## src/acx_pkg.sv

```systemverilog
// Shared constants, encodings and carrier types for the aux path frequency configuration block
`default_nettype none
package acx_pkg;
  localparam int unsigned ADDR_W   = 8;
  localparam int unsigned DATA_W   = 32;
  localparam int unsigned OUT_CNT  = 7;
  localparam int unsigned SEL_W    = 4;
  localparam int unsigned SEL_WORDS = 4;

  // Register byte offsets
  localparam logic [ADDR_W-1:0] OFS_MASTER_CFG_FOUR  = 8'h00;
  localparam logic [ADDR_W-1:0] OFS_MASTER_CFG_SIX   = 8'h04;
  localparam logic [ADDR_W-1:0] OFS_MASTER_CFG_SEVEN = 8'h08;
  localparam logic [ADDR_W-1:0] OFS_MAIN_PATH_CFG    = 8'h0c;
  localparam logic [ADDR_W-1:0] OFS_AUX_PATH_CFG     = 8'h10;
  localparam logic [ADDR_W-1:0] OFS_FRAME_SYNC_CFG   = 8'h14;
  localparam logic [ADDR_W-1:0] OFS_OUTPUT_CFG_FIRST = 8'h18;
  localparam logic [ADDR_W-1:0] OFS_OUTPUT_CFG_LAST  = 8'h24;
  localparam logic [ADDR_W-1:0] OFS_STATUS           = 8'h28;

  // Field positions
  localparam int unsigned FLD_LOCK_TO_MAIN  = 0;
  localparam int unsigned FLD_DIG_FEEDBACK  = 1;
  localparam int unsigned FLD_OUT89_AUX     = 2;
  localparam int unsigned FLD_A_T1          = 0;
  localparam int unsigned FLD_B_T1          = 1;
  localparam int unsigned FLD_B_ALT         = 2;
  localparam int unsigned FLD_A_FREQ        = 0;
  localparam int unsigned FLD_B_FREQ        = 2;
  localparam int unsigned FLD_MAIN_MODE     = 0;
  localparam int unsigned FLD_TO_AUX_SEL    = 3;
  localparam int unsigned FLD_AUX_FROM_MAIN = 6;
  localparam int unsigned FLD_AUX_MODE      = 0;
  localparam int unsigned FLD_LR_SRC        = 0;
  localparam int unsigned FLD_ST_MAIN_RATE  = 0;
  localparam int unsigned FLD_ST_AUX_RATE   = 4;
  localparam int unsigned FLD_ST_MAIN_SQ    = 8;
  localparam int unsigned FLD_ST_AUX_SQ     = 9;
  localparam int unsigned FLD_ST_ERR_ALT    = 10;
  localparam int unsigned FLD_ST_ERR_FBK    = 11;

  // Reset values
  localparam logic [7:0] RST_CFG = 8'h00;

  // AXI responses
  localparam logic [1:0] RESP_OKAY   = 2'b00;
  localparam logic [1:0] RESP_SLVERR = 2'b10;

  // PLL frequencies in kHz by code name
  typedef enum logic [3:0] {
    PLL_311_040 = 4'b0000,
    PLL_98_304  = 4'b0001,
    PLL_131_072 = 4'b0010,
    PLL_148_224 = 4'b0011,
    PLL_98_816  = 4'b0100,
    PLL_274_944 = 4'b0101,
    PLL_178_944 = 4'b0110,
    PLL_100_992 = 4'b0111,
    PLL_250_000 = 4'b1000,
    PLL_NONE    = 4'b1111
  } acx_pll_rate_t;

  typedef enum logic [2:0] {
    MAIN_77_DIG = 3'b000,
    MAIN_77_ANA = 3'b001,
    MAIN_12E1   = 3'b010,
    MAIN_16E1   = 3'b011,
    MAIN_24DS1  = 3'b100,
    MAIN_16DS1  = 3'b101,
    MAIN_6312   = 3'b110,
    MAIN_RSVD   = 3'b111
  } acx_main_mode_t;

  typedef enum logic [3:0] {
    AUX_77_SQ  = 4'b0000,
    AUX_77     = 4'b0001,
    AUX_12E1   = 4'b0010,
    AUX_16E1   = 4'b0011,
    AUX_24DS1  = 4'b0100,
    AUX_16DS1  = 4'b0101,
    AUX_2E3    = 4'b0110,
    AUX_DS3    = 4'b0111,
    AUX_6312   = 4'b1000,
    AUX_62M5   = 4'b1001,
    AUX_NONE   = 4'b1111
  } acx_aux_mode_t;

  typedef enum logic [2:0] {
    TOAUX_12E1  = 3'b000,
    TOAUX_16E1  = 3'b010,
    TOAUX_24DS1 = 3'b100,
    TOAUX_16DS1 = 3'b110,
    TOAUX_6312  = 3'b111
  } acx_to_aux_t;

  typedef enum logic [3:0] {
    LR_2048  = 4'b0000,
    LR_4096  = 4'b0001,
    LR_8192  = 4'b0010,
    LR_16384 = 4'b0011,
    LR_1544  = 4'b0100,
    LR_3088  = 4'b0101,
    LR_6176  = 4'b0110,
    LR_12352 = 4'b0111,
    LR_6312  = 4'b1000
  } acx_lr_rate_t;

  typedef enum logic [2:0] {
    SRC_OFF     = 3'b000,
    SRC_2K      = 3'b001,
    SRC_8K      = 3'b010,
    SRC_SYNTH_B = 3'b011,
    SRC_SYNTH_A = 3'b100,
    SRC_MAIN    = 3'b101,
    SRC_AUX     = 3'b110
  } acx_src_t;

  typedef enum logic [3:0] {
    DIV_1    = 4'b0000,
    DIV_2    = 4'b0001,
    DIV_4    = 4'b0010,
    DIV_6    = 4'b0011,
    DIV_8    = 4'b0100,
    DIV_12   = 4'b0101,
    DIV_16   = 4'b0110,
    DIV_48   = 4'b0111,
    DIV_64   = 4'b1000,
    DIV_NONE = 4'b1111
  } acx_div_t;

  typedef struct packed {
    acx_src_t src;
    acx_div_t div;
    logic     lowRateFromAux;
    logic     squelch;
  } acx_route_t;

  typedef struct packed {
    logic          refFromMain;
    logic          fbkFromFwd;
    logic          pllFromMain;
    logic          lfFromFwd;
    logic          squelch;
    acx_aux_mode_t fwdMode;
    acx_pll_rate_t pllRate;
  } acx_aux_cfg_t;

  typedef struct packed {
    logic          analogFb;
    logic          squelch;
    acx_pll_rate_t pllRate;
  } acx_main_cfg_t;
endpackage
`default_nettype wire

```

## src/acx_freq_cfg.sv

```systemverilog
// Aux timing path and output clock frequency configuration with AXI4-Lite registers
// Function
// Synth B alternate bit gives 6312kHz; software keeps its T1 bit and field zero.
// Aux path has no phase build-out and no phase offset.
// Aux path locks to an input, or to main path when lock-to-main is set.
// Aux forward synthesizer runs off 204.8MHz master clock at eight selectable rates; the code decodes nine rates from ten mode codes.
// Digital-feedback bit picks forward synth, else aux PLL output, as feedback source.
// Feedback synthesizer makes the locking frequency whichever source is selected.
// Aux-from-main feeds aux PLL from main low-rate synth; select code picks rate.
// Aux PLL runs at 4x input; divided by 2,4,8,16,48,64 for outputs 1-7.
// With aux-from-main, digital feedback must be set; aux low-rate synth uses forward synth.
// Aux low-rate synth feeds 2k/8k when source bit set, and outputs 8,9 when selected.
// With source bit clear, 2k/8k for outputs 1-7 come from main path.
// Software clears aux-from-main for independent paths, sets it when locking is acceptable.
// Each path yields one frequency family from its single PLL rate.
// Main mode code selects 311.04MHz digital/analog or the five low-rate families.
// Aux mode code selects squelched or normal 77.76MHz through 62.5MHz.
// Output rate is PLL rate over the ratio; no /6 or /12 on aux families.
// Software sets output selects after both PLL frequencies are configured.
// Per-output 4-bit code selects off, 2k, 8k, synths, main or aux divisions.
// Low-rate field picks E1 family rates, or T1 family when T1 bit set.
// Reserved main and aux mode codes squelch the path rather than run undefined.
//
// Local design decisions: the address map and the AXI4-Lite slave port.
`timescale 1ns/10ps
`default_nettype none
module acx_freq_cfg
  import acx_pkg::*;
(
  input  wire logic                      clk,
  input  wire logic                      sys_rst,
  input  wire logic                      ce,
  input  wire logic [ADDR_W-1:0]         s_axi_awaddr,
  input  wire logic                      s_axi_awvalid,
  output logic                           s_axi_awready,
  input  wire logic [DATA_W-1:0]         s_axi_wdata,
  input  wire logic [DATA_W/8-1:0]       s_axi_wstrb,
  input  wire logic                      s_axi_wvalid,
  output logic                           s_axi_wready,
  output logic      [1:0]                s_axi_bresp,
  output logic                           s_axi_bvalid,
  input  wire logic                      s_axi_bready,
  input  wire logic [ADDR_W-1:0]         s_axi_araddr,
  input  wire logic                      s_axi_arvalid,
  output logic                           s_axi_arready,
  output logic      [DATA_W-1:0]         s_axi_rdata,
  output logic      [1:0]                s_axi_rresp,
  output logic                           s_axi_rvalid,
  input  wire logic                      s_axi_rready,
  output acx_main_cfg_t                  mainCfg_q,
  output acx_aux_cfg_t                   auxCfg_q,
  output acx_lr_rate_t                   synthARate_q,
  output acx_lr_rate_t                   synthBRate_q,
  output logic                           out89FromAux_q,
  output acx_route_t [OUT_CNT-1:0]       outRoute_q
);
  // Low-rate synth rate from T1 bit, field and alternate bit
  function automatic acx_lr_rate_t lrRate(input logic t1, input logic [1:0] f, input logic alt);
    if (alt)
      return LR_6312;
    return acx_lr_rate_t'({1'b0, t1, f});
  endfunction

  function automatic acx_route_t decodeRoute(
    input logic [2:0] idx,
    input logic [3:0] code,
    input logic       lrAux,
    input logic       mainSq,
    input logic       auxSq);
    acx_route_t r;
    r.src = SRC_OFF;
    r.div = DIV_NONE;
    r.lowRateFromAux = 1'b0;
    r.squelch = 1'b0;

    case (code)
      4'b0001: r.src = SRC_2K;
      4'b0010: r.src = SRC_8K;
      4'b0011:
      begin
        r.src = (idx == 3'd5) ? SRC_MAIN : SRC_SYNTH_B;
        r.div = (idx == 3'd5) ? DIV_2 : DIV_NONE;
      end
      4'b0100:
      begin
        r.src = (idx == 3'd6) ? SRC_MAIN : SRC_SYNTH_A;
        r.div = (idx == 3'd6) ? DIV_2 : DIV_NONE;
      end
      4'b0101:
      begin
        r.src = SRC_MAIN;
        r.div = (idx == 3'd5) ? DIV_1 : DIV_48;
      end
      4'b0110: {r.src, r.div} = {SRC_MAIN, DIV_16};
      4'b0111: {r.src, r.div} = {SRC_MAIN, DIV_12};
      4'b1000: {r.src, r.div} = {SRC_MAIN, DIV_8};
      4'b1001: {r.src, r.div} = {SRC_MAIN, DIV_6};
      4'b1010: {r.src, r.div} = {SRC_MAIN, DIV_4};
      4'b1011:
      begin
        // Outputs 4 and 5 get /2 where the others get /64
        r.src = SRC_AUX;
        r.div = (idx == 3'd3 || idx == 3'd4) ? DIV_2 : DIV_64;
      end
      4'b1100: {r.src, r.div} = {SRC_AUX, DIV_48};
      4'b1101: {r.src, r.div} = {SRC_AUX, DIV_16};
      4'b1110: {r.src, r.div} = {SRC_AUX, DIV_8};
      4'b1111: {r.src, r.div} = {SRC_AUX, DIV_4};
      default: r.src = SRC_OFF;
    endcase
    if (r.src == SRC_2K || r.src == SRC_8K)
      r.lowRateFromAux = lrAux;
    r.squelch = (r.src == SRC_MAIN && mainSq) || (r.src == SRC_AUX && auxSq);
    return r;
  endfunction

  // Configuration registers
  logic [7:0] cfgFour_q;
  logic [7:0] cfgSix_q;
  logic [7:0] cfgSeven_q;
  logic [7:0] mainPath_q;
  logic [7:0] auxPath_q;
  logic [7:0] frameSync_q;

  // Bus state
  logic              awHeld_q;
  logic              wHeld_q;
  logic [ADDR_W-1:0] awAddr_q;
  logic [7:0]        wData_q;
  logic              wLane0_q;
  logic              bValid_q;
  logic [1:0]        bResp_q;
  logic              rdPend_q;
  logic [ADDR_W-1:0] arAddr_q;
  logic              rValid_q;
  logic [1:0]        rResp_q;
  logic [DATA_W-1:0] rData_q;

  // Bus decode
  wire logic doWrite  = ce && awHeld_q && wHeld_q && !bValid_q;
  wire logic arTake   = s_axi_arvalid && s_axi_arready && ce;
  wire logic wrIsSel  = awAddr_q >= OFS_OUTPUT_CFG_FIRST && awAddr_q <= OFS_OUTPUT_CFG_LAST;
  wire logic rdIsSel  = arAddr_q >= OFS_OUTPUT_CFG_FIRST && arAddr_q <= OFS_OUTPUT_CFG_LAST;
  wire logic wrAligned = awAddr_q[1:0] == 2'b00;
  wire logic rdAligned = arAddr_q[1:0] == 2'b00;
  wire logic wrMapped = wrAligned && (wrIsSel || awAddr_q <= OFS_FRAME_SYNC_CFG);
  wire logic rdMapped = rdAligned && (rdIsSel || arAddr_q <= OFS_STATUS);
  wire logic wrEnable = doWrite && wrMapped && wLane0_q;
  wire logic [ADDR_W-1:0] wrSelOfs = awAddr_q - OFS_OUTPUT_CFG_FIRST;
  wire logic [ADDR_W-1:0] rdSelOfs = s_axi_araddr - OFS_OUTPUT_CFG_FIRST;

  assign s_axi_awready = !awHeld_q && !bValid_q;
  assign s_axi_wready  = !wHeld_q && !bValid_q;
  assign s_axi_arready = !rdPend_q && !rValid_q;
  assign s_axi_bvalid  = bValid_q;
  assign s_axi_bresp   = bResp_q;
  assign s_axi_rvalid  = rValid_q;
  assign s_axi_rresp   = rResp_q;
  assign s_axi_rdata   = rData_q;

  // Output select words live in the small store
  logic [7:0]             selRdData;
  logic [SEL_WORDS*8-1:0] selWords;

  acx_out_sel_mem acx_out_sel_mem_inst (
    .clk      (clk),
    .sys_rst  (sys_rst),
    .ce       (ce),
    .wrEn     (wrEnable && wrIsSel),
    .wrAddr   (wrSelOfs[3:2]),
    .wrData   (wData_q),
    .rdEn     (arTake),
    .rdAddr   (rdSelOfs[3:2]),
    .rdData_q (selRdData),
    .contents (selWords)
  );

  // Field extraction
  wire logic       lockToMain     = cfgFour_q[FLD_LOCK_TO_MAIN];
  wire logic       digFeedback    = cfgFour_q[FLD_DIG_FEEDBACK];
  wire logic       out89Aux       = cfgFour_q[FLD_OUT89_AUX];
  wire logic       synthAT1       = cfgSix_q[FLD_A_T1];
  wire logic       synthBT1       = cfgSix_q[FLD_B_T1];
  wire logic       synthBAlt      = cfgSix_q[FLD_B_ALT];
  wire logic [1:0] synthAFreq     = cfgSeven_q[FLD_A_FREQ +: 2];
  wire logic [1:0] synthBFreq     = cfgSeven_q[FLD_B_FREQ +: 2];
  wire logic [2:0] mainMode       = mainPath_q[FLD_MAIN_MODE +: 3];
  wire logic [2:0] toAuxSel       = mainPath_q[FLD_TO_AUX_SEL +: 3];
  wire logic       auxFromMain    = mainPath_q[FLD_AUX_FROM_MAIN];
  wire logic [3:0] auxMode        = auxPath_q[FLD_AUX_MODE +: 4];
  wire logic       lowRateSrc     = frameSync_q[FLD_LR_SRC];

  // Main path rate table
  acx_pll_rate_t mainRate;
  always_comb
  begin
    case (acx_main_mode_t'(mainMode))
      MAIN_77_DIG, MAIN_77_ANA: mainRate = PLL_311_040;
      MAIN_12E1:                mainRate = PLL_98_304;
      MAIN_16E1:                mainRate = PLL_131_072;
      MAIN_24DS1:               mainRate = PLL_148_224;
      MAIN_16DS1:               mainRate = PLL_98_816;
      MAIN_6312:                mainRate = PLL_100_992;
      default:                  mainRate = PLL_NONE;
    endcase
  end

  // Aux path rate: its own forward synth, or main low-rate synth when steered
  acx_aux_mode_t fwdMode;
  acx_pll_rate_t auxRate;
  always_comb
  begin
    fwdMode = AUX_NONE;
    auxRate = PLL_NONE;
    if (auxFromMain)
    begin
      // aux mode field ignored here
      case (toAuxSel)
        TOAUX_12E1:  auxRate = PLL_98_304;
        TOAUX_16E1:  auxRate = PLL_131_072;
        TOAUX_24DS1: auxRate = PLL_148_224;
        TOAUX_16DS1: auxRate = PLL_98_816;
        TOAUX_6312:  auxRate = PLL_100_992;
        default:     auxRate = PLL_NONE;
      endcase
    end
    else
    begin

      case (acx_aux_mode_t'(auxMode))
        AUX_77_SQ:  {fwdMode, auxRate} = {AUX_77_SQ, PLL_311_040};
        AUX_77:     {fwdMode, auxRate} = {AUX_77, PLL_311_040};
        AUX_12E1:   {fwdMode, auxRate} = {AUX_12E1, PLL_98_304};
        AUX_16E1:   {fwdMode, auxRate} = {AUX_16E1, PLL_131_072};
        AUX_24DS1:  {fwdMode, auxRate} = {AUX_24DS1, PLL_148_224};
        AUX_16DS1:  {fwdMode, auxRate} = {AUX_16DS1, PLL_98_816};
        AUX_2E3:    {fwdMode, auxRate} = {AUX_2E3, PLL_274_944};
        AUX_DS3:    {fwdMode, auxRate} = {AUX_DS3, PLL_178_944};
        AUX_6312:   {fwdMode, auxRate} = {AUX_6312, PLL_100_992};
        AUX_62M5:   {fwdMode, auxRate} = {AUX_62M5, PLL_250_000};
        default:    {fwdMode, auxRate} = {AUX_NONE, PLL_NONE};
      endcase
    end
  end

  wire logic mainSquelch = mainRate == PLL_NONE;
  wire logic auxSquelch  = auxRate == PLL_NONE || (!auxFromMain && auxMode == AUX_77_SQ);
  // Misprogramming is flagged, not corrected, so software sees what it wrote
  wire logic errAlt = synthBAlt && (synthBT1 || synthBFreq != 2'b00);
  wire logic errFbk = auxFromMain && !digFeedback;

  // Next values of the registered configuration outputs
  acx_aux_cfg_t                 auxCfg_d;
  acx_main_cfg_t                mainCfg_d;
  acx_route_t [OUT_CNT-1:0]     outRoute_d;
  always_comb
  begin
    mainCfg_d.analogFb = mainMode == MAIN_77_ANA;
    mainCfg_d.squelch  = mainSquelch;
    mainCfg_d.pllRate  = mainRate;
    auxCfg_d.refFromMain = lockToMain;
    auxCfg_d.fbkFromFwd  = digFeedback;
    auxCfg_d.pllFromMain = auxFromMain;
    auxCfg_d.lfFromFwd   = auxFromMain;
    auxCfg_d.squelch     = auxSquelch;
    auxCfg_d.fwdMode     = fwdMode;
    auxCfg_d.pllRate     = auxRate;
    for (int i = 0; i < OUT_CNT; i++)
      outRoute_d[i] = decodeRoute(3'(i), selWords[i*SEL_W +: SEL_W],
                                  lowRateSrc, mainSquelch, auxSquelch);
  end

  // Status word
  logic [DATA_W-1:0] statusWord;
  always_comb
  begin
    statusWord = '0;
    statusWord[FLD_ST_MAIN_RATE +: 4] = mainRate;
    statusWord[FLD_ST_AUX_RATE +: 4]  = auxRate;
    statusWord[FLD_ST_MAIN_SQ]        = mainSquelch;
    statusWord[FLD_ST_AUX_SQ]         = auxSquelch;
    statusWord[FLD_ST_ERR_ALT]        = errAlt;
    statusWord[FLD_ST_ERR_FBK]        = errFbk;
  end

  // Read mux, one cycle after the address is taken so the store's data is ready
  logic [7:0] rdByte;
  assign rdByte = (arAddr_q == OFS_MASTER_CFG_FOUR)  ? cfgFour_q   :
                  (arAddr_q == OFS_MASTER_CFG_SIX)   ? cfgSix_q    :
                  (arAddr_q == OFS_MASTER_CFG_SEVEN) ? cfgSeven_q  :
                  (arAddr_q == OFS_MAIN_PATH_CFG)    ? mainPath_q  :
                  (arAddr_q == OFS_AUX_PATH_CFG)     ? auxPath_q   :
                  (arAddr_q == OFS_FRAME_SYNC_CFG)   ? frameSync_q :
                  rdIsSel                            ? selRdData   : 8'h00;
  wire logic [DATA_W-1:0] rdWord = (arAddr_q == OFS_STATUS) ? statusWord :
                                   {{(DATA_W-8){1'b0}}, rdByte};

  // Write channel capture and response
  always_ff @(posedge clk)
  begin
    if (sys_rst)
    begin
      awHeld_q <= 1'b0;
      wHeld_q  <= 1'b0;
      awAddr_q <= '0;
      wData_q  <= RST_CFG;
      wLane0_q <= 1'b0;
      bValid_q <= 1'b0;
      bResp_q  <= RESP_OKAY;
    end
    else if (ce)
    begin
      if (s_axi_awvalid && s_axi_awready)
      begin
        awHeld_q <= 1'b1;
        awAddr_q <= s_axi_awaddr;
      end
      if (s_axi_wvalid && s_axi_wready)
      begin
        wHeld_q  <= 1'b1;
        wData_q  <= s_axi_wdata[7:0];
        wLane0_q <= s_axi_wstrb[0];
      end
      if (doWrite)
      begin
        awHeld_q <= 1'b0;
        wHeld_q  <= 1'b0;
        bValid_q <= 1'b1;
        bResp_q  <= wrMapped ? RESP_OKAY : RESP_SLVERR;
      end
      else if (bValid_q && s_axi_bready)
        bValid_q <= 1'b0;
    end
  end

  // Register file writes
  always_ff @(posedge clk)
  begin
    if (sys_rst)
    begin
      cfgFour_q   <= RST_CFG;
      cfgSix_q    <= RST_CFG;
      cfgSeven_q  <= RST_CFG;
      mainPath_q  <= RST_CFG;
      auxPath_q   <= RST_CFG;
      frameSync_q <= RST_CFG;
    end
    else if (ce && wrEnable)
    begin
      if (awAddr_q == OFS_MASTER_CFG_FOUR)
        cfgFour_q <= wData_q & 8'h07;
      else if (awAddr_q == OFS_MASTER_CFG_SIX)
        cfgSix_q <= wData_q & 8'h07;
      else if (awAddr_q == OFS_MASTER_CFG_SEVEN)
        cfgSeven_q <= wData_q & 8'h0f;
      else if (awAddr_q == OFS_MAIN_PATH_CFG)
        mainPath_q <= wData_q & 8'h7f;
      else if (awAddr_q == OFS_AUX_PATH_CFG)
        auxPath_q <= wData_q & 8'h0f;
      else if (awAddr_q == OFS_FRAME_SYNC_CFG)
        frameSync_q <= wData_q & 8'h01;
    end
  end

  // Read channel
  always_ff @(posedge clk)
  begin
    if (sys_rst)
    begin
      rdPend_q <= 1'b0;
      arAddr_q <= '0;
      rValid_q <= 1'b0;
      rResp_q  <= RESP_OKAY;
      rData_q  <= '0;
    end
    else if (ce)
    begin
      if (arTake)
      begin
        rdPend_q <= 1'b1;
        arAddr_q <= s_axi_araddr;
      end
      else if (rdPend_q)
      begin
        rdPend_q <= 1'b0;
        rValid_q <= 1'b1;
        rData_q  <= rdMapped ? rdWord : '0;
        rResp_q  <= rdMapped ? RESP_OKAY : RESP_SLVERR;
      end
      else if (rValid_q && s_axi_rready)
        rValid_q <= 1'b0;
    end
  end

  // Registered configuration outputs; the aux path has no phase offset output at all
  always_ff @(posedge clk)
  begin
    if (sys_rst)
    begin
      mainCfg_q      <= '0;
      auxCfg_q       <= '0;
      // All-zero aux mode is the squelched one, so reset must show squelch too
      auxCfg_q.squelch <= 1'b1;
      synthARate_q   <= LR_2048;
      synthBRate_q   <= LR_2048;
      out89FromAux_q <= 1'b0;
      outRoute_q     <= '0;
    end
    else if (ce)
    begin
      mainCfg_q      <= mainCfg_d;
      auxCfg_q       <= auxCfg_d;
      synthARate_q   <= lrRate(synthAT1, synthAFreq, 1'b0);
      synthBRate_q   <= lrRate(synthBT1, synthBFreq, synthBAlt);
      out89FromAux_q <= out89Aux;
      outRoute_q     <= outRoute_d;
    end
  end
endmodule // acx_freq_cfg
`default_nettype wire

```

## src/acx_out_sel_mem.sv

```systemverilog
// Small store for the per-output frequency select words, registered read port
`timescale 1ns/10ps
`default_nettype none
module acx_out_sel_mem
  import acx_pkg::*;
(
  input  wire logic                         clk,
  input  wire logic                         sys_rst,
  input  wire logic                         ce,
  input  wire logic                         wrEn,
  input  wire logic [1:0]                   wrAddr,
  input  wire logic [7:0]                   wrData,
  input  wire logic                         rdEn,
  input  wire logic [1:0]                   rdAddr,
  output logic      [7:0]                   rdData_q,
  output logic      [SEL_WORDS*8-1:0]       contents
);
  logic [7:0] mem_q [SEL_WORDS];

  always_ff @(posedge clk)
  begin
    if (sys_rst)
    begin
      for (int i = 0; i < SEL_WORDS; i++)
        mem_q[i] <= RST_CFG;
      rdData_q <= RST_CFG;
    end
    else if (ce)
    begin
      if (wrEn)
        mem_q[wrAddr] <= wrData;
      if (rdEn)
        rdData_q <= mem_q[rdAddr];
    end
  end

  always_comb
  begin
    for (int i = 0; i < SEL_WORDS; i++)
      contents[i*8 +: 8] = mem_q[i];
  end
endmodule // acx_out_sel_mem
`default_nettype wire

```

## config.mk

```make
export PLATFORM = sky130hd
export DESIGN_NAME = acx_freq_cfg
export DESIGN_NICKNAME = d
export VERILOG_FILES = /design/src/acx_pkg.sv /design/src/acx_freq_cfg.sv /design/src/acx_out_sel_mem.sv
export SDC_FILE = /design/constraint.sdc
export NUM_CORES = 1
export LEC_CHECK = 0
export BUFFER_PORTS_ARGS = -buffer_cell sky130_fd_sc_hd__buf_4
export CAP_MARGIN = 20
export CORE_ASPECT_RATIO = 1.25
export CORE_UTILIZATION = 55
export DETAILED_ROUTE_END_ITERATION = 10
export PLACE_DENSITY = 0.91
export RECOVER_POWER = 25
export SYNTH_ARGS = -nofsm -noshare
export SYNTH_HDL_FRONTEND = slang
export SYNTH_HIERARCHICAL = 1
export SYNTH_SLANG_ARGS = --single-unit
export TNS_END_PERCENT = 30
```

## constraint.sdc

```tcl
create_clock -name clk -period 3.5 [get_ports clk]
set_input_delay 0.525 -clock clk [delete_from_list [all_inputs] [get_ports clk]]
set_output_delay 0.525 -clock clk [all_outputs]
set_load 0.005 [all_outputs]
```

Word level (Yosys, flattened, before mapping)

Memories as Yosys holds them, arrays and structs flattened. A register that Yosys moved wholly into a read port is not among the register bits.
Cells that the tools add are included.

Bits in writable memories: 32
Logic and storage cells: 423
Input bits: 60
Register bits after elaboration: 177
Memories kept: 2
Bits in read-only memories: 128
Output and inout port bits: 132

Memories:

| name                       | words | width | rd ports | clocked after memory_dff | wr ports | line                  | text |
|---|---|---|---|---|---|---|---|
| (no name shown)            | 16    | 8     | 1        | 1                        | 0        | acx_freq_cfg.sv:230   | `case (acx_aux_mode_t'(auxMode))` |
| acx_out_sel_mem_inst.mem_q | 4     | 8     | 5        | 1                        | 4        | acx_out_sel_mem.sv:18 | `logic [7:0] mem_q [SEL_WORDS];` |

$lt $le $gt $ge: 6
Bitwise operators: 6
Equality and inequality tests: 156
Add/subtract/negate cells: 2
Muxes and demuxes: 61
Reduce and logical (&&, ||, !) cells: 132

Operators by type and width:

| cell                                                 | count |
|---|---|
| == test 4 bit (second input constant)                | 58 |
| one-hot mux 4 bit (7 select lines)                   | 5 |
| == test 4 x 3 -> 1 bit (second input constant)       | 28 |
| one-hot mux 3 bit (6 select lines)                   | 5 |
| 2-to-1 mux 8 bit                                     | 8 |
| == test 3 bit (second input constant)                | 20 |
| == test 4 x 2 -> 1 bit (second input constant)       | 14 |
| OR reduction 2 bit                                   | 28 |
| logical AND 1 bit                                    | 37 |
| one-hot mux 4 bit (9 select lines)                   | 1 |
| OR reduction 5 bit                                   | 7 |
| == test 8 x 4 -> 1 bit (second input constant)       | 4 |
| == test 8 x 5 -> 1 bit (second input constant)       | 4 |
| one-hot mux 4 bit (8 select lines)                   | 1 |
| == test 3 x 2 -> 1 bit (second input constant)       | 10 |
| one-hot mux 3 bit (5 select lines)                   | 2 |
| OR reduction 6 bit                                   | 5 |
| == test 4 x 1 -> 1 bit (second input constant)       | 7 |
| 2-to-1 mux 1 bit                                     | 26 |
| == test 3 x 1 -> 1 bit (second input constant)       | 8 |
| <= comparator 8 x 6 -> 1 bit (second input constant) | 3 |
| 2-to-1 mux 12 bit                                    | 2 |
| 2-to-1 mux 4 bit                                     | 6 |
| one-hot mux 4 bit (6 select lines)                   | 1 |
| other kinds (23)                                     | 73 |

Depth between registers and ports, before layout

Gate-level depths: netlist of the first run.

Word-level depth: 13
Mapped depth: 12
Mapped depth without buffers: 9

Cells and area by module

Netlist of the first run, hierarchy kept.

By module, submodules not included:

| module          | times used | seq. area each (sq um) | cells each | area an instance (sq um) |
|---|---|---|---|---|
| acx_freq_cfg    | 1          | 3243.1                 | 951        | 7836.3 |
| acx_out_sel_mem | 1          | 1121.1                 | 129        | 1789.2 |

Worst setup path after synthesis of the first run

OpenSTA, ideal clock, no wires.

Path kind: input-to-reg
Start: input port ce
End: memory acx_out_sel_mem_inst.mem_q[2][0], enable pin
Path buffers: 2
Data required time: 3.125 ns
Arrival time: 2.292 ns
Library setup time: 0.375 ns
Stages: 7
Slack: 0.834 ns
Cells stage by stage: buf_2 -> and4b_1 -> buf_2 -> nand4_1 -> nor4b_1 -> nand2_1 -> o21bai_1

RTL lines:

| what            | line                  | text |
|---|---|---|
| start, declared | acx_freq_cfg.sv:32    | `input wire logic ce,` |
| end, declared   | acx_out_sel_mem.sv:18 |  |

==> results of run 1 <==
## worst paths after layout
path	endpoint	start	depth (start not counted)	slack, ns
setup / recovery	acx_out_sel_mem_inst/mem_q[1][7]$_SDFFCE_PN0P_	s_axi_bvalid$_SDFFE_PP0P_	7	0.78
hold / removal	awAddr_q[6]$_SDFFE_PP0P_	s_axi_awaddr[6]	3	0.27
setup reg to reg	acx_out_sel_mem_inst/mem_q[1][7]$_SDFFCE_PN0P_	s_axi_bvalid$_SDFFE_PP0P_	7	0.78
hold reg to reg	acx_out_sel_mem_inst/rdData_q[0]$_SDFFE_PP0P_	acx_out_sel_mem_inst/rdData_q[0]$_SDFFE_PP0P_	2	0.44
## cells by family (layout without fill, tap and decap cells)
family / after synthesis / in the layout
simple gates: 395 / 395
fa+ha+maj: 7 / 7
buf+inv: 136 / 214
mux: 68 / 68
xor+xnor: 12 / 12
other cells: 1 / 23
flops: 202 / 202
compound gates: 259 / 259
## flip-flops by register name (all words and copies together), names as in the netlist, 3 cells and up, named ones only
register                       flops
outRoute_q                        63
acx_out_sel_mem_inst/mem_q        32
auxCfg_q                          12
s_axi_rdata                       12
acx_out_sel_mem_inst/rdData_q      8
arAddr_q                           8
awAddr_q                           8
wData_q                            8
mainPath_q                         7
mainCfg_q                          5
auxPath_q                          4
cfgSeven_q                         4
synthBRate_q                       4
cfgFour_q                          3
cfgSix_q                           3
synthARate_q                       3
## power groups by stage
stage / clock, W / combinational (W) / sequential, W
6_report: 0.00221 / 0.000459 / 0.00254
2_1_floorplan: 0 / 0.000335 / 0.00254
3_5_place_dp: 0 / 0.000458 / 0.00259
4_1_cts: 0.00224 / 0.000462 / 0.00254
5_1_grt: 0.00233 / 0.000506 / 0.00255
3_3_place_gp: 0 / 0.000446 / 0.00258
## tightest hold or removal path, cell delays in order
cell	delay [ns]
buf_4	0.08
mux2i_1	0.05
nor2_1	0.07
## cell usage in the layout, fill, tap and decap left out, types with 7 or more instances in the layout
cell,Yosys,layout
buf_4,26,83
nor2b_1,14,14
nand2b_1,14,14
a31oi_1,11,11
a32oi_1,13,13
nand3_1,17,17
o22ai_1,8,8
a22oi_1,16,16
a211oi_1,22,22
clkbuf_4,0,62
nor2_1,145,145
a21oi_1,77,77
mux2_2,15,15
o21a_1,7,7
o211ai_1,10,10
nand2_1,100,100
clkbuf_16,0,22
o21ai_0,38,38
nand3b_1,12,12
mux2i_1,48,48
xor2_1,7,7
nor3_1,9,9
dfxtp_1,170,170
and2_1,37,37
conb_1,1,23
a311oi_1,8,8
inv_1,26,26
clkbuf_1,58,7
edfxtp_1,32,32
## per-stage QoR
step | instance area [um^2] | setup slack, ns
after floorplan | 9710 | 0.834
after global placement | 10600 | 0.626
after detailed placement | 10600 | 0.644
after CTS | 11300 | 0.798
after global routing | 11300 | 0.577
final | 11300 | 0.777
## area by class of cell
type / instances / area, um^2
tap: 220 / 275
fill: 1327 / 5730
inverter: 28 / 105
clock inverter: 7 / 87.6
sequential: 202 / 4360
timing repair buffer: 151 / 1110
multi-input combinational: 764 / 4710
clock buffer: 28 / 594
## metal layers
layer,up-vias,share of wire,track usage
li1,3947,-,-
met1,3917,0.41,0.346
met2,393,0.49,0.468
met3,65,0.069,0.0434
met4,0,0.030,0.114
met5,-,0,0
==> run metrics, run 1 <==
P per Cell Area 463 nW/um^2; GRT Util Overall 0.275; Detailed Route WL around 25 mm; period utilization 0.778; CP max FO 9; vias ~8300; Buf/Inv on CP 1; simple-gate share of the synthesized area 0.203; Cell Area, Synth between 9000 and 10000 um^2; Cell Count, Final, Fillers Out between 1000 and 1500; Seq pwr share 0.488; Max Freq 367 MHz; total congestion overflow 0; CTS tree done; worst skew pair latency approximately 0.5 ns; IO buf count roughly 140; worst-margin pin slew 1.24 ns; dominant cell type by area after synthesis dfxtp_1; Nets 1231; row cnt 53; largest net degree at the start of global routing 67; Sw Pwr between 0.001 and 0.0015 W; Final Max Tran Viols 0; Async SR Flop Fraction 0; Comb pwr share 0.088; Worst Hold Class input port to flop; Internal Power between 0.003 and 0.004 W; main combinational cell family by area after synthesis simple AND/OR/NAND/NOR gates; Layout Skew just over 0.01 ns; ratio of cells with drive above 1 in the final layout 0.190; remaining antenna violation count 0; Yosys top cell area share 0.354; Synth Area in XOR/XNOR 0.0109; effective utilization at floorplan 0.567; CP Capture Type flop; WP data arrival ~2.9 ns; synth unique cells between 80 and 90; Synth Area in Compound Gates 0.181; Synth Instances 1080; cell chosen for the clock root clkbuf_16; Area Growth Syn to Fin 16.9%; core box area approximately 17000 um^2; Max stage delay cell, worst path nor3b_2; Longest Clk Path Bufs 3; YS warnings 6; Synth Register Bits a little over 200; first-pass GRT wire length about 39 mm; CTS Hold Buffers Added 0; vias in the first global route a little under 8000; ys flop type dfxtp_1; Die W about 120 um; post_cts resized 0; CP required about 3.7 ns; fin crit period between 2 and 3 ns; Hold Slack ~0.27 ns; Setup Crit Path Kind flop to flop; mean routed wirelength per cell 17.9 um; die area 18000 um^2; max_cap viols 0; Setup violations, final 0; top-count cell post-synth dfxtp_1; Adder-Cell Fraction of Synth Area 0.00832; register area share after synthesis 0.453; io pins ~190; Avg Cell Area, Syn 8.91 um^2; Largest stage delay, worst path roughly 0.48 ns; vias per cell roughly 5.9; Post-synth EDFFs 32; initial DRC count between 900 and 1000; First-pass DRT Iterations 5; DR DRC count 0; mux cell area share after synthesis 0.0768; Power, Total 0.00521 W; worst vdd ir ~340 uV; Leakage roughly 4.6 nW; Num CTS Buffers 20; setup bufs post-CTS 0; RSZ-0062 raised after global routing no; Startpoint Class flop; Net Sw Frac 0.237; DP Wirelength about 17 mm; Clock Power Share 0.424; initial antenna violation count 0; GP Congestion 0.921; CP cell instances and4b_1 -> nand4_1 -> nor4b_1 -> buf_4 -> nand3b_4 -> nor3b_2 -> or2_2; final hold violations 0; n_diodes 0; setup TNS 0 ns; CTS HTree Levels 1; Die Span Y between 100 and 150 um; placed cells between 1000 and 1500; # clock sinks between 200 and 250; relative max-transition margin 0.172; outcome finished clean; Worst-path clk slew roughly 0.060 ns; cell family with the largest share of critical-path delay simple AND/OR/NAND/NOR gates; Core Util, Final 0.663; Post-synth top cells dfxtp_1, nor2_1, nand2_1, a21oi_1, clkbuf_1; Synth area leaders dfxtp_1, edfxtp_1, nor2_1, mux2i_1, a21oi_1
(Power assumes the default switching activity.)
==> run 2, diff against run 1 <==
--- a/config.mk
+++ b/config.mk
@@ -8,9 +8,9 @@
 export BUFFER_PORTS_ARGS = -buffer_cell sky130_fd_sc_hd__buf_4
 export CAP_MARGIN = 20
 export CORE_ASPECT_RATIO = 1.25
-export CORE_UTILIZATION = 55
+export CORE_UTILIZATION = 50
 export DETAILED_ROUTE_END_ITERATION = 10
-export PLACE_DENSITY = 0.91
+export PLACE_DENSITY = 0.87
 export RECOVER_POWER = 25
 export SYNTH_ARGS = -nofsm -noshare
 export SYNTH_HDL_FRONTEND = slang
==> constraint.sdc (replaced) <==
create_clock -name clk -period 2.2 [get_ports clk]
set_input_delay 0.33 -clock clk [delete_from_list [all_inputs] [get_ports clk]]
set_output_delay 0.33 -clock clk [all_outputs]
set_load 0.005 [all_outputs]
==> run metrics, run 2 (synthesized netlist as in run 1, its figures left out) <==
CP cell instances nor4_4 -> nand4_1 -> nor4b_4 -> buf_4 -> nand2_1 -> o21bai_2 -> buf_6; row cnt 56 (+5.7%); r2r startpoint awAddr_q[1]$_SDFFE_PP0P_; Nets 1278 (+3.8%); Area Growth Syn to Fin 21.5%; IO buf count 141 (unchanged); Cell Count, Final, Fillers Out 1461 (+4.4%); CP max FO 8 (-1); Setup Crit Path Kind flop to flop; most frequent cells in the layout buf_4, dfxtp_1, nor2_1, nand2_1, a21oi_1; CTS Hold Buffers Added 0 (unchanged); period utilization 0.987 (+0.209); vias per cell 5.91 (-0.65%); relative max-transition margin 0.561 (+0.389); max_cap viols 0 (unchanged); post-route cell area 11700 um^2 (+3.9%); DP Wirelength 18.3 mm (+5.1%); worst vdd ir 586 uV (+74%); r2r endpoint acx_out_sel_mem_inst/mem_q[2][0]$_SDFFCE_PN0P_; Top reg by flops outRoute_q; initial antenna violation count 0 (unchanged); max reg flops 63 (unchanged); Layout Skew 0.0109 ns (+0.000531 ns); Max stage delay cell, worst path nor4b_4; initial DRC count 778 (-17%); fill count 1521 (+15%); Worst-path clk slew 0.06 ns (about the same); top flop regs outRoute_q (63), acx_out_sel_mem_inst/mem_q (32); Worst Hold Class input port to flop; GP Congestion 0.982 (+6.6%); Detailed Route WL 26.2 mm (+4.5%); first-pass GRT wire length 41.5 mm (+5.3%); cell family with the largest share of critical-path delay simple AND/OR/NAND/NOR gates; Num CTS Buffers 21 (+5.0%); Buf/Inv on CP 2 (+1); core box area 18800 um^2 (+11%); Largest stage delay, worst path 0.43 ns (-0.05 ns); R2R depth 7 (unchanged); CTS tree done; total congestion overflow 0 (unchanged); largest net degree at the start of global routing 71 (+6.0%); mean routed wirelength per cell 18.0 um (+0.12%); Startpoint Class flop; fin crit period 2.17 ns (-0.552 ns); P per Cell Area 710 nW/um^2 (+53%); ratio of cells with drive above 1 in the final layout 0.231 (+0.0413); Core Util, Final 0.623 (-0.0399); worst-margin pin slew 0.658 ns (-0.584 ns); RSZ-0062 raised after global routing yes; vias in the first global route 8148 (+4.5%); WP data arrival 2.38 ns (-0.52 ns); GRT Util Overall 0.260 (-0.0148); CP Capture Type flop; First-pass DRT Iterations 6 (+1); worst skew pair latency 0.50 ns (about the same); Final Max Tran Viols 0 (unchanged); Leakage 4.91 nW (+6.7%); outcome finished clean; cell chosen for the clock root clkbuf_16; Longest Clk Path Bufs 3 (unchanged); Max Freq 461 MHz (+25%); most common cell after layout, fill and taps aside buf_4; Die Span Y 157 um (+4.8%); worst setup path end acx_out_sel_mem_inst/mem_q[2][0]$_SDFFCE_PN0P_; die area 19800 um^2 (+9.8%); placed cells 1422 (+4.2%); Setup violations, final 0 (unchanged); effective utilization at floorplan 0.513 (-0.0544); critical path depth 7 (unchanged); DR DRC count 0 (unchanged); R2R setup slack 0.03 ns (-0.75 ns); CP required 2.41 ns (-1.27 ns); CTS HTree Levels 1 (unchanged); # clock sinks 202 (unchanged); Die W 126 um (+4.8%); final hold violations 0 (unchanged); remaining antenna violation count 0 (unchanged); io pins 192 (unchanged); crit path from awAddr_q[1]$_SDFFE_PP0P_; placed inst area 11000 um^2 (+3.7%); n_diodes 0 (unchanged); vias 8628 (+3.7%)
==> run 2: worst min-delay path, stage by stage <==
cell,delay (ns)
buf_4,0.08
mux2i_1,0.06
nor2_1,0.07
==> run 2: metal layers <==
| metal | global-route usage | vias up | wire [um] |
|---|---|---|---|
| li1 | - | 4054 | - |
| met1 | 0.319 | 4012 | 10500 |
| met2 | 0.450 | 491 | 12700 |
| met3 | 0.0449 | 71 | 2190 |
| met4 | 0.112 | 0 | 825 |
| met5 | 0 | - | 0 |
==> run 2: repair_timing <==
| item | 4_1_cts | 5_1_grt |
|---|---|---|
| setup endpoints to repair | 11 | 36 |
| gates resized for setup | 2 | 12 |
| setup buffers | 0 | 1 |
| pin swaps | 0 | 4 |
==> run 2: final cells by class <==
type | count | area [um^2] | area share
repair buffers | 197 | 1510 | 0.129
well taps | 232 | 290 | 0.0248
inverters | 28 | 105 | 0.00899
clock inverters | 8 | 73.8 | 0.00631
clock buffers | 30 | 589 | 0.0504
multi-input cells | 764 | 4760 | 0.407
flip-flops and latches | 202 | 4370 | 0.374
==> run 2: worst min-delay path by stage <==
| stage | slack, ns | cells after the start | start | end |
|---|---|---|---|---|
| floorplan | 0.41 | 2 | acx_out_sel_mem_inst/rdData_q[0]$_SDFFE_PP0P_ | acx_out_sel_mem_inst/rdData_q[0]$_SDFFE_PP0P_ |
| global placement | 0.43 | 2 | acx_out_sel_mem_inst/rdData_q[0]$_SDFFE_PP0P_ | acx_out_sel_mem_inst/rdData_q[0]$_SDFFE_PP0P_ |
| detailed placement | 0.45 | 2 | acx_out_sel_mem_inst/rdData_q[0]$_SDFFE_PP0P_ | acx_out_sel_mem_inst/rdData_q[0]$_SDFFE_PP0P_ |
| CTS | 0.07 | 3 | s_axi_awaddr[1] | awAddr_q[1]$_SDFFE_PP0P_ |
| global route | 0.08 | 3 | s_axi_awaddr[3] | awAddr_q[3]$_SDFFE_PP0P_ |
| finish | 0.07 | 3 | s_axi_awaddr[5] | awAddr_q[5]$_SDFFE_PP0P_ |
==> run 2: stage by stage <==
step / TNS [ns] / hold WS [ns] / setup slack, ns / total power (W)
6_report: 0 / 0.0748 / 0.0287 / 0.00830
4_1_cts: 0 / 0.0685 / 0.0688 / 0.00832
3_3_place_gp: 0 / 0.434 / 0.0616 / 0.00488
3_5_place_dp: -0.0275 / 0.445 / -0.0215 / 0.00491
5_1_grt: -1.11 / 0.0807 / -0.0534 / 0.00860
2_1_floorplan: -0.135 / 0.407 / -0.0169 / 0.00457
==> run 2: report_power, final <==
| part | total (W) | leakage [nW] | switching [W] | internal [W] |
|---|---|---|---|---|
| clock network | 0.00344 | 0.322 | 0.00145 | 0.00199 |
| registers | 0.00402 | 1.72 | 0.000139 | 0.00388 |
| logic | 0.000842 | 2.87 | 0.000451 | 0.000390 |
